## src/inc/hsb_regs.svh

```systemverilog
// Timing constants for the hot-swap bus connect controller.
// Assumes a 40 MHz clock; included by the package users by bare name.
`ifndef HSB_REGS_SVH
`define HSB_REGS_SVH
`define HSB_CLK_MHZ 40
// Enable time, initialization hold, in us (typical)
`define HSB_T_EN_US 110
// Bus idle interval, in us (typical, inside 50..200)
`define HSB_T_IDLE_US 105
`define HSB_T_IDLE_MIN_US 50
`define HSB_T_IDLE_MAX_US 200
// STOP to connect delay, in ns (typical)
`define HSB_T_STP_NS 1200
`define HSB_CNT_W 14
`define HSB_T_EN_CYC (`HSB_T_EN_US * `HSB_CLK_MHZ)
`define HSB_T_IDLE_CYC (`HSB_T_IDLE_US * `HSB_CLK_MHZ)
`define HSB_T_STP_CYC ((`HSB_T_STP_NS * `HSB_CLK_MHZ) / 1000)
`define HSB_T_IDLE_MIN_CYC (`HSB_T_IDLE_MIN_US * `HSB_CLK_MHZ)
`define HSB_T_IDLE_MAX_CYC (`HSB_T_IDLE_MAX_US * `HSB_CLK_MHZ)
// Line pair reset value: both lines released high
`define HSB_PAIR_HIGH 2'h3
`endif

```

## src/inc/hsb_pkg.sv

```systemverilog
// Types shared by the hot-swap bus connect controller.
// Assumes nothing beyond a SystemVerilog compiler.
package hsb_pkg;
  typedef enum logic [3:0] {
    ST_OFF = 4'h1,
    ST_INIT = 4'h2,
    ST_WAIT = 4'h4,
    ST_CONN = 4'h8
  } hsb_state_type;
  typedef struct packed {
    logic clk_line;
    logic data_line;
  } hsb_pair_type;
endpackage

```

## src/hw/hsb_connect.sv

```systemverilog
// Connection control of a hot-swap two-wire bus buffer.
// Assumes line inputs and enable arrive from pins, asynchronous to clk.
// How it works
// - Ready stays low while enable is low or start-up unfinished.
// - Ready rises only with enable high and sides joined.
// - Enable low separates sides, stops precharge, ready low, low power.
// - After enable rises, no join until both sides finish traffic.
// - Card clock and data must be high before joining.
// - Idle interval before joining lies between 50 and 200 us.
// - Enable falling drops ready at once.
// - Backplane STOP during wait joins about 1.2 us later.
// - Join on full idle interval or on STOP with all lines high.
// - Precharge on during initialization, off when joined.
// - Once joined, a low on one side is driven onto the other.
`timescale 1ns/1ps
`include "hsb_regs.svh"
module hsb_connect (
  // Clock and reset
  input wire logic clk,
  input wire logic rst_n,
  input wire logic clk_en,
  // Enable pin
  input wire logic enable,
  // Backplane lines: input, output, output enable (low drives)
  input wire hsb_pkg::hsb_pair_type backplane_in,
  output hsb_pkg::hsb_pair_type backplane_out,
  output hsb_pkg::hsb_pair_type backplane_oe_n,
  // Card lines: input, output, output enable (low drives)
  input wire hsb_pkg::hsb_pair_type card_in,
  output hsb_pkg::hsb_pair_type card_out,
  output hsb_pkg::hsb_pair_type card_oe_n,
  // Status
  output logic ready,
  output logic precharge_on,
  output logic low_power
);
  localparam logic [`HSB_CNT_W-1:0] EN_CYC = `HSB_CNT_W'(`HSB_T_EN_CYC);
  localparam logic [`HSB_CNT_W-1:0] IDLE_CYC =
    `HSB_CNT_W'(`HSB_T_IDLE_CYC);
  localparam logic [`HSB_CNT_W-1:0] STP_CYC = `HSB_CNT_W'(`HSB_T_STP_CYC);
  localparam logic [`HSB_CNT_W-1:0] IDLE_MIN_CYC =
    `HSB_CNT_W'(`HSB_T_IDLE_MIN_CYC);
  localparam logic [`HSB_CNT_W-1:0] IDLE_MAX_CYC =
    `HSB_CNT_W'(`HSB_T_IDLE_MAX_CYC);

  hsb_pkg::hsb_pair_type bp_s1_q, bp_s2_q, bp_prev_q;
  hsb_pkg::hsb_pair_type cd_s1_q, cd_s2_q;
  logic en_s1_q, en_s2_q;
  hsb_pkg::hsb_state_type state_q, state_d;
  logic [`HSB_CNT_W-1:0] cnt_q, cnt_d;
  logic stop_seen_q, stop_seen_d;
  hsb_pkg::hsb_pair_type bp_drv_q, cd_drv_q;
  hsb_pkg::hsb_pair_type bp_h1_q, bp_h2_q, cd_h1_q, cd_h2_q;
  logic [`HSB_CNT_W-1:0] idle_run_q;

  // Input synchronisers
  always_ff @(posedge clk) begin
    if (!rst_n) begin
      bp_s1_q <= `HSB_PAIR_HIGH;
      bp_s2_q <= `HSB_PAIR_HIGH;
      bp_prev_q <= `HSB_PAIR_HIGH;
      cd_s1_q <= `HSB_PAIR_HIGH;
      cd_s2_q <= `HSB_PAIR_HIGH;
      en_s1_q <= 1'b0;
      en_s2_q <= 1'b0;
    end else if (clk_en) begin
      bp_s1_q <= backplane_in;
      bp_s2_q <= bp_s1_q;
      bp_prev_q <= bp_s2_q;
      cd_s1_q <= card_in;
      cd_s2_q <= cd_s1_q;
      en_s1_q <= enable;
      en_s2_q <= en_s1_q;
    end
  end

  // Line observation seen from outside the device's own drive
  wire all_high = (&bp_s2_q) & (&cd_s2_q);
  wire stop_det = bp_s2_q.clk_line & bp_prev_q.clk_line &
    bp_s2_q.data_line & !bp_prev_q.data_line;
  wire connected = (state_q == hsb_pkg::ST_CONN);
  wire join_ok = connected & en_s2_q;
  // Lows the device did not cause; own drive shows two flops late
  wire hsb_pkg::hsb_pair_type bp_ext_low = ~bp_s2_q & ~bp_h2_q;
  wire hsb_pkg::hsb_pair_type cd_ext_low = ~cd_s2_q & ~cd_h2_q;

  // Connection sequencer
  always_comb begin
    state_d = state_q;
    cnt_d = cnt_q;
    stop_seen_d = stop_seen_q;
    case (state_q)
      hsb_pkg::ST_OFF: begin
        cnt_d = '0;
        stop_seen_d = 1'b0;
        if (en_s2_q) state_d = hsb_pkg::ST_INIT;
      end
      hsb_pkg::ST_INIT: begin
        cnt_d = cnt_q + 1'b1;
        if (cnt_q >= EN_CYC - 1'b1) begin
          state_d = hsb_pkg::ST_WAIT;
          cnt_d = '0;
        end
      end
      hsb_pkg::ST_WAIT: begin
        // Any low line restarts the idle count
        if (!all_high) begin
          cnt_d = '0;
          stop_seen_d = 1'b0;
        end else if (stop_det) begin
          cnt_d = '0;
          stop_seen_d = 1'b1;
        end else begin
          cnt_d = cnt_q + 1'b1;
        end
        if (all_high && stop_seen_q && cnt_q >= STP_CYC - 1'b1)
          state_d = hsb_pkg::ST_CONN;
        if (all_high && cnt_q >= IDLE_CYC - 1'b1)
          state_d = hsb_pkg::ST_CONN;
      end
      hsb_pkg::ST_CONN: cnt_d = '0;
      default: state_d = hsb_pkg::ST_OFF;
    endcase
    if (!en_s2_q) begin
      state_d = hsb_pkg::ST_OFF;
      cnt_d = '0;
      stop_seen_d = 1'b0;
    end
  end

  always_ff @(posedge clk) begin
    if (!rst_n) begin
      state_q <= hsb_pkg::ST_OFF;
      cnt_q <= '0;
      stop_seen_q <= 1'b0;
    end else if (clk_en) begin
      state_q <= state_d;
      cnt_q <= cnt_d;
      stop_seen_q <= stop_seen_d;
    end
  end

  // Cross drive: an outside low on one side is copied to the other
  // Drive history masks our own lows, so the pair cannot latch low
  always_ff @(posedge clk) begin
    if (!rst_n) begin
      bp_drv_q <= 2'h0;
      cd_drv_q <= 2'h0;
      bp_h1_q <= 2'h0;
      bp_h2_q <= 2'h0;
      cd_h1_q <= 2'h0;
      cd_h2_q <= 2'h0;
    end else if (clk_en) begin
      bp_drv_q <= join_ok ? cd_ext_low : 2'h0;
      cd_drv_q <= join_ok ? bp_ext_low : 2'h0;
      bp_h1_q <= bp_drv_q;
      bp_h2_q <= bp_h1_q;
      cd_h1_q <= cd_drv_q;
      cd_h2_q <= cd_h1_q;
    end
  end

  assign backplane_out = 2'h0;
  assign card_out = 2'h0;
  assign backplane_oe_n = ~bp_drv_q;
  assign card_oe_n = ~cd_drv_q;
  // Raw enable gates ready so it falls without sync delay
  assign ready = connected & enable;
  assign precharge_on = (state_q == hsb_pkg::ST_INIT) |
    (state_q == hsb_pkg::ST_WAIT);
  assign low_power = (state_q == hsb_pkg::ST_OFF);

  // Check helper: wait cycles with every line high, saturating
  wire idle_run_full = (idle_run_q >= IDLE_MAX_CYC);
  wire idle_run_inc = (state_q == hsb_pkg::ST_WAIT) & all_high;
  always_ff @(posedge clk) begin
    if (!rst_n) begin
      idle_run_q <= '0;
    end else if (clk_en) begin
      if (!idle_run_inc) idle_run_q <= '0;
      else if (!idle_run_full) idle_run_q <= idle_run_q + 1'b1;
    end
  end
endmodule // hsb_connect

```

## config.mk

```make
export PLATFORM = sky130hd
export DESIGN_NAME = hsb_connect
export DESIGN_NICKNAME = d
export VERILOG_FILES = /design/src/inc/hsb_pkg.sv /design/src/hw/hsb_connect.sv
export VERILOG_INCLUDE_DIRS = /design/src /design/src/inc
export SDC_FILE = /design/constraint.sdc
export NUM_CORES = 1
export LEC_CHECK = 0
export ABC_AREA = 0
export BUFFER_PORTS_ARGS = -buffer_cell sky130_fd_sc_hd__clkbuf_2
export CAP_MARGIN = 25
export CORE_MARGIN = 5
export CORE_UTILIZATION = 35
export DETAILED_ROUTE_END_ITERATION = 6
export HOLD_SLACK_MARGIN = 0.03
export PLACE_DENSITY = 0.56
export SETUP_SLACK_MARGIN = 0.3
export SYNTH_ARGS = -nofsm -noshare
export SYNTH_HDL_FRONTEND = slang
export SYNTH_SLANG_ARGS = --single-unit
export TNS_END_PERCENT = 50
```

## constraint.sdc

```tcl
create_clock -name clk -period 2.7 [get_ports clk]
set_clock_uncertainty 0.2 [all_clocks]
set_input_delay 0.27 -clock clk [delete_from_list [all_inputs] [get_ports clk]]
set_output_delay 0.27 -clock clk [all_outputs]
set_load 0.02 [all_outputs]
```

Word level (Yosys, flattened, before mapping)
Cells that the tools add are included.

Add/subtract/negate cells: 1. $mul: 0. Div/mod/pow operators: 0. $lt $le $gt $ge: 3. Eq/ne operators: 10. Shift operators: 0. Multiplexer cells: 16. Bitwise operators: 15. Reduce and logical (&&, ||, !) cells: 10.

Operators by type and width (number): two-way mux 14 bit (4); one-hot mux 14 bit (3 select lines) (1); >= comparator 14 x 13 -> 1 bit, second input constant (2); two-way mux 4 bit (4); one-hot mux 4 bit (4 select lines) (1); adder 14 x 1 -> 14 bit, second input constant (1); >= comparator 14 x 6 -> 1 bit, second input constant (1); NOT 2 bit (6); != test 4 bit, second input constant (2); AND 1 bit (6); AND reduction 2 bit (3); AND 2 bit (2); == test 4 x 1 -> 1 bit, second input constant (1); == test 4 x 2 -> 1 bit, second input constant (1); == test 4 x 3 -> 1 bit, second input constant (1); == test 4 bit, second input constant (1); two-way mux 2 bit (2); != test 4 x 2 -> 1 bit, second input constant (1); AND reduction 4 bit (1); logical AND 1 bit (3); two-way mux 1 bit (3); != test 3 x 2 -> 1 bit, second input constant (1); != test 3 bit, second input constant (1); AND reduction 3 bit (1); other kinds (5) (5).

Register bits: 43. Bits in latches: 0. Bits in writable memories: 0. Bits in read-only memories: 0. Bits of input ports: 8. Output and inout port bits: 11. Logic and storage cells: 82. Memories kept: 0.

Longest topological paths before layout
Gate-level depths: netlist of the first run.

Word-level depth: 8. Depth in mapped cells: 8. Depth with buffers taken out: 7.

Least setup slack after synthesis of the first run
OpenSTA, ideal clock, no wires.

Kind: reg-to-reg. Start: reg state_q[2]. End: reg state_q[0]. Setup time: 129 ps. Arrival time: 1747 ps. Required time: 2371 ps. Slack: 624 ps. Cell stages (with the launch flop): 6. Buffers on the path: 1. Period minus slack after synthesis: 2076 ps. Path through: dfxtp_1 buf_2 nor4b_1 o21ai_0 mux2i_1 nand2_1.

Longest elaborated chain between the ends: 3. Elaborated cells on any way between the ends: 10. Classes of those cells: 7 x eq/ne; 2 x mux; 1 x reduce/logical.

RTL lines: start: declaration (line hsb_connect.sv:49) `hsb_pkg::hsb_state_type state_q, state_d;`; start signal: assignment (line hsb_connect.sv:133) `state_q <= hsb_pkg::ST_OFF;`; start signal: assignment (line hsb_connect.sv:137) `state_q <= state_d;`; == test 4 x 1 -> 1 bit; named net low_power (line hsb_connect.sv:35) `output logic low_power`; one-hot mux 4 bit (4 select lines) (line hsb_connect.sv:92) `case (state_q)`; two-way mux 4 bit (line hsb_connect.sv:124) `if (!en_s2_q) begin`.

The timed path passes the listed nets, and every way through them passes these cells. A chain may end at the register's enable or synchronous reset.

Final worst setup path of the first run
Start: reg cnt_q[0]. End: reg state_q[0].

Longest elaborated chain between the ends: 5. Elaborated cells on any way between the ends: 11. Classes of those cells: 3 x order compare; 2 x eq/ne; 3 x mux; 3 x reduce/logical.

RTL lines: start: declaration (line hsb_connect.sv:50) `` logic [`HSB_CNT_W-1:0] cnt_q, cnt_d; ``; start signal: assignment (line hsb_connect.sv:138) `cnt_q <= cnt_d;`; >= comparator 14 x 13 -> 1 bit (line hsb_connect.sv:118) `if (all_high && cnt_q >= IDLE_CYC - 1'b1)`; logical AND 1 bit (line hsb_connect.sv:118); two-way mux 4 bit (line hsb_connect.sv:118); one-hot mux 4 bit (4 select lines) (line hsb_connect.sv:92); two-way mux 4 bit (line hsb_connect.sv:124).

Several ways; a longest one is shown, not always the timed one.

==> results of run 1 <==
timing repair:
item                       CTS  global route
buffers inserted             0             3
resized for setup            0             0
setup endpoints to repair    0             6
hold buffers                 5             0
hold endpoints to repair     5             0
cells in the final DEF, fill, tap and decap left out, types with 2 or more instances in the layout:
| cell | n |
|---|---|
| dlygate4sd3_1 | 5 |
| o22ai_1 | 7 |
| nand2_1 | 29 |
| o211ai_1 | 2 |
| o31ai_1 | 2 |
| a31o_2 | 2 |
| nor2b_1 | 4 |
| xnor2_1 | 2 |
| nand3_1 | 13 |
| mux2i_1 | 22 |
| nor2_1 | 22 |
| dfxtp_1 | 43 |
| nor3_1 | 8 |
| a21oi_1 | 18 |
| or3_1 | 8 |
| conb_1 | 4 |
| o21ai_0 | 6 |
| inv_1 | 10 |
| o21a_1 | 3 |
| nand4_1 | 5 |
| a211oi_1 | 2 |
| a211oi_2 | 2 |
| nor3b_1 | 2 |
| and3_1 | 4 |
| nor3_2 | 3 |
| clkbuf_2 | 14 |
| a31oi_1 | 2 |
| buf_4 | 8 |
| clkbuf_8 | 5 |
critical path, stage by stage, from the launching register on:
cell and delay (ns):
dfxtp_1 0.35, ha_1 0.25, a31o_2 0.26, a21oi_1 0.25
a211oi_2 0.17, o221ai_2 0.34, mux2i_1 0.23, nand2_1 0.06
kinds of logic (layout without fill, tap and decap cells):
family | count (synthesis) | count (layout) | share of synthesized area (%)
compound gates | 52 | 52 | 16.5
xor+xnor | 2 | 2 | 0.820
fa+ha+maj | 1 | 1 | 0.586
buf+inv | 28 | 46 | 6.50
flops | 43 | 43 | 40.3
mux | 22 | 22 | 10.3
other cells | 1 | 4 | 0.176
simple gates | 105 | 105 | 24.8
path summary, 6_finish.rpt:
path	startpoint	end	cells past startpoint	slack, ns
max	cnt_q[0]	state_q[0]	7	0.48
min	rst_n	bp_prev_q[1]	2	0.18
max reg2reg	cnt_q[0]	state_q[0]	7	0.48
min reg2reg	stop_seen_q	stop_seen_q	2	0.26
layout make-up:
type | instances | area (sq um) | area share (%)
flip-flops and latches | 43 | 861 | 35.3
repair buffers | 27 | 180 | 7.40
clock buffers | 5 | 68.8 | 2.82
clock inverters | 3 | 43.8 | 1.80
inverters | 11 | 41.3 | 1.69
multi-input cells | 186 | 1150 | 47.1
well taps | 75 | 93.8 | 3.85
per-layer routing:
| layer | vias to the layer above | part of all wire (%) | track usage (%) |
|---|---|---|---|
| met5 | - | 0 | 0 |
| met4 | 0 | 1.4 | 4.95 |
| met3 | 8 | 3.5 | 3.10 |
| met2 | 28 | 45 | 21.0 |
| met1 | 806 | 50 | 16.3 |
| li1 | 936 | - | - |
power groups by stage:
stage	Clock (mW)	Combinational (mW)	Sequential [mW]
after floorplan	0	0.0829	0.663
after global placement	0	0.102	0.666
after detailed placement	0	0.102	0.666
after CTS	0.525	0.108	0.651
after global routing	0.556	0.125	0.653
final	0.508	0.113	0.651
stage by stage:
step / area (sq um) / util [%] / std cells / worst slack [ns] / hold slack [ns]
2_1_floorplan: 2150 / - / 257 / 0.624 / 0.198
3_3_place_gp: 2250 / 38.0 / 334 / 0.442 / 0.244
3_5_place_dp: 2250 / 38.0 / 334 / 0.410 / 0.253
4_1_cts: 2410 / 40.8 / 347 / 0.365 / 0.191
5_1_grt: 2440 / 41.1 / 350 / 0.341 / 0.211
6_report: 2440 / 41.1 / 350 / 0.483 / 0.179
==> flow_summary_export.csv, run 1 <==
group,metric,value,unit
synth,seq_area_frac_synth,40.3,%
clock_network,htree_levels,2,
routing,ant_nets,0,
critical_path,worst_setup_path_end_kind,"flip-flop",
routing,vias,1778,
placed_design,dpl.hpwl,3.18,mm
layout,fillers,596,
sta,tightest_slew,0.678,ns
global_route,grt_max_degree,25,
hold_path,hp-class,"primary input to flip-flop",
sta,drv_slew,0,
sta,min_period,2.22,ns
die,pin_count,19,
placed_design,place_congestion,0.769,
pwr,p_comb_share,8.9,%
critical_path,startpoint_type,"flip-flop",
synth,syn_avg_cell_area,8.41,sq um
global_route,gr-total-overflow,0,
pwr,cellLeakagePower,0.928,nW
critical_path,crit_type,"flip-flop to flip-flop",
routing,drcViolationCount,0,
layout,largest_register,"cnt_q",
pwr,peakVddDrop,0.000346,V
clock_network,clk-insertion-delay-late,0.30,ns
global_route,grt_pass1_wl,7.97,mm
routing,wirelength,4.55,mm
pwr,cellPowerDensity,522,nW/um^2
synth,synth_top_area_share,40.3,%
sta,hold_viol,0,
die,rows,28,
pwr,p_sw_share,24.4,%
synth,netlist_instances,254,
pwr,total_power,1.27,mW
die,die_w,88.1,um
die,core,5920,sq um
critical_path,crit_path_max_fanout,6,
synth,yosysMostFrequentCell,"dfxtp_1",
layout,antenna_cells,0,
synth,synthArstFlopShare,0,%
die,dieArea,7760,sq um
pwr,clkPwrFrac,40.0,%
pwr,p_switching,0.310,mW
clock_network,numClockSinks,43,
sta,fmax,0.451,GHz
synth,ys_seq_elements,43,
synth,yosys_most_used_dff,"dfxtp_1",
synth,synthTopCellsByCount,"dfxtp_1 (43), nand2_1 (29), mux2i_1 (22), nor2_1 (22), a21oi_1 (18)",
routing,vias_per_cell,5.08,
clock_network,root_buffer,"clkbuf_8",
die,start_util,36.1,%
global_route,grt_pass1_vias,1744,
die,dieHeight,88.1,um
sta,slew_headroom,54.8,%
global_route,track_usage,12.8,%
critical_path,required,2.69,ns
routing,wl_per_cell,13.0,um
layout,largest_reg_flops,14,
synth,yosys_warnings,0,
sta,rsz0062_at_grt,"false",
routing,first_pass_iters,4,
layout,reg.largest.list,"cnt_q: 14 flops, state_q: 4 flops",
clock_network,clock_path_buffers,2,
critical_path,worst_ep_arrival_time,2.20,ns
synth,synthTopCellsByArea,"dfxtp_1 (40%), mux2i_1 (10%), nand2_1 (5.1%)",
layout,area_delta_synth_final,14.1,%
pwr,pwr-share-seq,51.2,%
routing,dr.first_iter.drc_count,72,
clock_network,cts_tree,"built",
global_route,grt_antenna_before_repair,0,
sta,fin_crit_sh,82.1,%
synth,synth.distinct_cells,45,
layout,nets,283,
synth,synth_edf_count,0,
run,maxCapViolations,0,
status,status,"finished clean",
clock_network,clk_pin_slew,0.09,ns
pwr,p_int,0.962,mW
synth,synth_area,2140,sq um
layout,drive_gt1_share,15.3,%
clock_network,numCtsBuffers,5,
sta,fin_tns_setup,0,ns
sta,setup_viol,0,
placed_design,port_buffers,14,
synth,synth_largest_area_cell,"dfxtp_1",
Note: power is estimated with default switching activity, not from simulation.
==> inputs of run 2 (changes only) <==
Settings changed: ABC_AREA 0 to 1.
Clock period 2.7 ns to 2.05 ns, I/O delays scaled along.
==> flow_summary_export.csv, run 2 <==
group,metric,value,unit
critical_path,cp_slowest_cell,"dfxtp_2",
die,die_w,89.4,um
critical_path,crit_chain,"inv_2 > nor2_2 > nand2_1 > buf_4 > nor2_1 > clkbuf_2",
pwr,total_power,1.69,mW
die,core,6240,sq um
sta,drv_slew,0,
synth,ys_seq_elements,43,
critical_path,crit_path_max_fanout,4,
pwr,clkPwrFrac,32.9,%
synth,seq_area_frac_synth,39.0,%
layout,area_delta_synth_final,23.1,%
placed_design,dp_cells,422,
critical_path,startpoint_type,"flip-flop",
critical_path,regToRegSetupSlack,0.35,ns
clock_network,cts_tree,"built",
placed_design,pre_cts_slack,0.149,ns
placed_design,dpl.hpwl,3.59,mm
synth,synth_largest_area_cell,"dfxtp_1",
synth,synth.distinct_cells,29,
layout,fillers,671,
layout,most-common-layout-cells,"nand2_1 (77), nor2_1 (44), inv_1 (33), nand3_1 (33), dfxtp_1 (31)",
clock_network,numCtsBuffers,5,
pwr,p_switching,0.489,mW
clock_network,clock_path_buffers,2,
clock_network,root_buffer,"clkbuf_8",
global_route,track_usage,13.8,%
global_route,grt_pass1_wl,8.65,mm
clock_network,clk_pin_slew,0.09,ns
sta,layout_setup_ws,0.311,ns
sta,holdWs,0.0911,ns
sta,fin_crit_sh,84.8,%
hold_path,whs_path_depth,2,
pwr,cellPowerDensity,620,nW/um^2
layout,largest_register,"cnt_q",
critical_path,worst_setup_path_end_kind,"output pin",
synth,yosys_most_used_dff,"dfxtp_1",
synth,synth_area,2210,sq um
hold_path,min_to,"state_q[0]",
sta,rsz0062_at_grt,"true",
clock_network,numClockSinks,43,
critical_path,required,1.64,ns
critical_path,worst_ep_arrival_time,1.33,ns
routing,vias,2181,
routing,wirelength,5.18,mm
synth,synthTopCellsByCount,"nand2_1 (81), nor2_1 (53), dfxtp_1 (43)",
synth,synthTopCellsByArea,"dfxtp_1 (39%), nand2_1 (14%), nor2_1 (9.0%)",
sta,tightest_slew,0.621,ns
routing,vias_per_cell,4.91,
layout,reg.largest.list,"cnt_q: 14 flops, state_q: 4 flops",
clock_network,clk-insertion-delay-late,0.30,ns
pwr,pwr-share-seq,53.3,%
layout,antenna_cells,0,
routing,first_pass_iters,4,
sta,setup_viol,0,
pwr,cellLeakagePower,1.15,nW
global_route,grt_max_degree,24,
pwr,p_sw_share,29.0,%
synth,yosys_warnings,0,
sta,min_period,1.74,ns
pwr,peakVddDrop,0.000369,V
clock_network,htree_levels,2,
synth,yosysMostFrequentCell,"nand2_1",
placed_design,placed_cell_area,2350,sq um
critical_path,r2r.worst_path.cells,8,
global_route,grt_antenna_before_repair,0,
hold_path,hp-class,"primary input to flip-flop",
placed_design,place_congestion,0.880,
pwr,p_int,1.20,mW
routing,dr.first_iter.drc_count,144,
die,dieHeight,89.4,um
synth,synth_top_area_share,39.0,%
sta,slew_headroom,58.6,%
critical_path,cp_slowest_stage_delay,0.37,ns
critical_path,startpoint,"state_q[3]",
global_route,gr-total-overflow,0,
sta,fin_tns_setup,0,ns
critical_path,rr_startpoint,"cnt_q[1]",
routing,ant_nets,0,
status,status,"finished clean",
layout,nets,375,
die,dieArea,8000,sq um
layout,stdcell_count,444,
pwr,p_comb_share,13.8,%
placed_design,port_buffers,14,
layout,drive_gt1_share,22.9,%
layout,largest_reg_flops,14,
critical_path,r2r-end,"cnt_q[3]",
routing,wl_per_cell,11.7,um
hold_path,hp-start,"rst_n",
die,rows,29,
synth,netlist_instances,337,
synth,synthArstFlopShare,0,%
sta,fmax,0.575,GHz
run,maxCapViolations,0,
routing,drcViolationCount,0,
layout,fin_area,2720,sq um
critical_path,crit_type,"flip-flop to output pin",
die,start_util,35.4,%
synth,syn_avg_cell_area,6.55,sq um
global_route,grt_pass1_vias,1961,
sta,hold_viol,0,
die,pin_count,19,
synth,synth_edf_count,0,
layout,utilization,43.6,%
layout,final_common_cell,"nand2_1",
==> run 2: changes by cell type after synthesis, moves of 4 or more <==
cell,previous run,this run
mux2i_1,22,0
o21ai_0,6,18
or3_1,8,0
nand2_1,29,81
nand3_1,13,35
nor2_1,22,53
o22ai_1,7,0
nor2b_1,4,0
inv_1,10,37
and3_1,4,0
==> run 2: repair_timing <==
| item | CTS | global route |
|---|---|---|
| hold buffers | 5 | 0 |
| gates resized for setup | 11 | 43 |
| pin swaps | 2 | 14 |
| cloned | 0 | 1 |
| setup buffers | 1 | 7 |
| endpoints found under the setup margin | 18 | 19 |
| hold endpoints to repair | 5 | 0 |
==> run 2: how the worst max path moves through the flow <==
stage / endpoint / cells after the start / slack (ns)
CTS: cnt_q[10] / 9 / 0.30
floorplan: state_q[0] / 10 / 0.37
global placement: cnt_q[9] / 11 / 0.25
detailed placement: state_q[0] / 10 / 0.15
global route: ready / 6 / 0.25
finish: ready / 6 / 0.31
==> run 2: critical path: cells and delay by family (launching register included) <==
family        cells  cell delay [ns]
flops             1             0.37
simple gates      3             0.27
buf+inv           3             0.39
==> run 2: power groups by stage <==
stage / Combinational, mW / Sequential [mW] / Clock (mW)
6_report: 0.232 / 0.899 / 0.556
5_1_grt: 0.264 / 0.903 / 0.606
4_1_cts: 0.208 / 0.896 / 0.580
3_5_place_dp: 0.194 / 0.915 / 0
3_3_place_gp: 0.193 / 0.915 / 0
2_1_floorplan: 0.155 / 0.908 / 0
==> run 2: area by class of cell <==
cell class / count / area [sq um] / share of cell area (%)
multi-input cells: 246 / 1280 / 47.0
flip-flops and latches: 43 / 883 / 32.5
repair buffers: 32 / 218 / 8.01
inverters: 38 / 150 / 5.52
well taps: 77 / 96.3 / 3.54
clock buffers: 5 / 68.8 / 2.53
clock inverters: 3 / 23.8 / 0.874
==> run 2: logic make-up (layout without fill, tap and decap cells) <==
kind of cell             Yosys count  count (layout)  share of synthesized area, %
AO/OA/AOI/OAI                     46              46                          11.7
XOR/XNOR                           3               3                          1.19
buffers and inverters             52              78                          9.91
flip-flops                        43              43                          39.0
adder cells (fa/ha/maj)            1               1                         0.566
other                              1               4                         0.170
AND/OR/NAND/NOR                  191             192                          37.5
==> run 2: routing by layer <==
metal,track usage [%],wire [um]
met4,6.22,92
met2,22.0,2420
met5,0,0
met3,2.40,233
met1,18.2,2440
==> inputs of run 3 (changes only) <==
Clock period 2.05 ns to 1.8 ns, I/O delays scaled along.
==> flow_summary_export.csv, run 3 (synthesis gave the netlist of run 2 again) <==
group,metric,value,unit
clock_network,numCtsBuffers,5,
pwr,p_switching,0.570,mW
placed_design,pre_cts_slack,0.0173,ns
clock_network,numClockSinks,43,
routing,wl_met2,2.61,mm
die,pin_count,19,
layout,most-common-layout-cells,"nand2_1 (75), nor2_1 (44), nand3_1 (33), inv_1 (31), dfxtp_1 (30)",
critical_path,crit_type,"flip-flop to flip-flop",
die,core,6240,sq um
sta,min_period,1.70,ns
placed_design,port_buffers,14,
routing,drcViolationCount,0,
pwr,pwr-share-seq,45.8,%
sta,setup_viol,0,
pwr,peakVddDrop,0.000446,V
placed_design,place_congestion,0.898,
die,start_util,35.4,%
global_route,grt_max_degree,26,
routing,first_pass_iters,4,
layout,largest_reg_flops,14,
layout,utilization,45.8,%
critical_path,crit_path_max_fanout,8,
pwr,total_power,2.22,mW
routing,vias_per_cell,4.87,
sta,drv_slew,0,
layout,largest_register,"cnt_q",
routing,met1_length,2.54,mm
routing,highest_layer,"met4",
die,die_w,89.4,um
routing,ant_nets,0,
layout,drive_gt1_share,26.3,%
die,dieHeight,89.4,um
critical_path,required,1.84,ns
global_route,track_usage,14.8,%
global_route,grt_pass1_wl,9.31,mm
clock_network,htree_levels,2,
pwr,p_comb_share,12.1,%
critical_path,worst_ep_arrival_time,1.74,ns
routing,dr_wl_met3,239,um
critical_path,crit_family,"simple AND/OR/NAND/NOR gates",
global_route,grt_antenna_before_repair,0,
clock_network,clk_pin_slew,0.08,ns
clock_network,root_buffer,"clkbuf_8",
pwr,p_sw_share,25.6,%
critical_path,cp_slowest_cell,"dfxtp_4",
sta,fmax,0.589,GHz
routing,vias,2206,
pwr,cellLeakagePower,1.23,nW
die,dieArea,8000,sq um
die,rows,29,
hold_path,hp-class,"primary input to flip-flop",
pwr,p_int,1.65,mW
layout,final_common_cell,"nand2_1",
critical_path,cp_slowest_stage_delay,0.37,ns
clock_network,cts_tree,"built",
clock_network,clk-insertion-delay-late,0.31,ns
critical_path,startpoint_type,"flip-flop",
routing,wirelength,5.45,mm
routing,wl_per_cell,12.0,um
global_route,gr-total-overflow,0,
pwr,clkPwrFrac,42.1,%
sta,layout_setup_ws,0.101,ns
pwr,cellPowerDensity,778,nW/um^2
run,maxCapViolations,0,
status,status,"finished clean",
placed_design,dpl.hpwl,3.76,mm
layout,antenna_cells,0,
clock_network,clock_path_buffers,2,
layout,reg.largest.list,"cnt_q: 14 flops, state_q: 4 flops",
critical_path,worst_setup_path_end_kind,"flip-flop",
critical_path,cpMostUsedCell,"nor2_1",
sta,fin_tns_setup,0,ns
routing,dr.first_iter.drc_count,82,
sta,rsz0062_at_grt,"true",
sta,fin_crit_sh,94.4,%
global_route,grt_pass1_vias,2103,
critical_path,crit_chain,"nor2_4 > nand3_4 > nand2_4 > nor2_1 > nand2_2 > nand2_8 > buf_6 > o21ai_1 > nand2_1 > nor2_1",
layout,nets,384,
sta,hold_viol,0,
layout,area_delta_synth_final,29.5,%
critical_path,critical_path_buf_inv_count,1,
-- run 3: cell count changes in the layout (fill, tap and decap cells not counted), sizes merged --
cell,before,now
buf,13,23
nand2,85,84
bufinv,0,2
clkinvlp,2,0
-- run 3: final timing paths --
path | start | end | slack (ns) | cells past startpoint
min | clk_en | stop_seen_q | 0.17 | 4
min reg2reg | cd_s1_q[0] | cd_s1_q[0] | 0.27 | 2
max reg2reg | state_q[1] | cnt_q[7] | 0.10 | 10
max | state_q[1] | cnt_q[7] | 0.10 | 10
-- run 3: final cells by class --
type / count / area (sq um)
Inverter: 38 / 153
Tap cell: 77 / 96.3
Sequential cell: 43 / 885
Clock buffer: 5 / 68.8
Clock inverter: 3 / 71.3
Multi-Input combinational cell: 245 / 1290
Fill cell: 645 / 3380
Timing Repair Buffer: 42 / 297
-- run 3: worst register-to-register path, cell delays in order, from the launching register on --
cell and delay (ns):
dfxtp_4 0.37, nor2_4 0.17, nand3_4 0.11, nand2_4 0.09, nor2_1 0.05, nand2_2 0.11
nand2_8 0.11, buf_6 0.16, o21ai_1 0.13, nand2_1 0.06, nor2_1 0.09
-- run 3: layer usage --
layer  vias up  GRT usage, %
met5         -             0
met4         0          5.41
met3         8          3.32
met2        46          23.5
met1      1000          19.6
li1       1152             -
-- run 3: what timing repair did --
item,4_1_cts,5_1_grt
resized for setup,23,29
endpoints found under the hold margin,5,0
endpoints found under the setup margin,21,26
setup buffers,7,2
pin swaps,12,4
hold buffers,5,0
-- run 3: per-stage QoR --
step	instance area [sq um]	instances	hold WS, ns
after global routing	2860	453	0.193
after global placement	2460	431	0.192
after detailed placement	2460	431	0.198
after floorplan	2270	340	0.106
after CTS	2770	451	0.169
final	2860	453	0.172
-- run 3: power by group through the flow --
stage | combinational (mW) | clock, mW | sequential [mW]
final | 0.269 | 0.935 | 1.02
after global routing | 0.305 | 1.01 | 1.03
after CTS | 0.265 | 0.958 | 1.02
after detailed placement | 0.236 | 0 | 1.04
after global placement | 0.235 | 0 | 1.04
after floorplan | 0.180 | 0 | 1.04
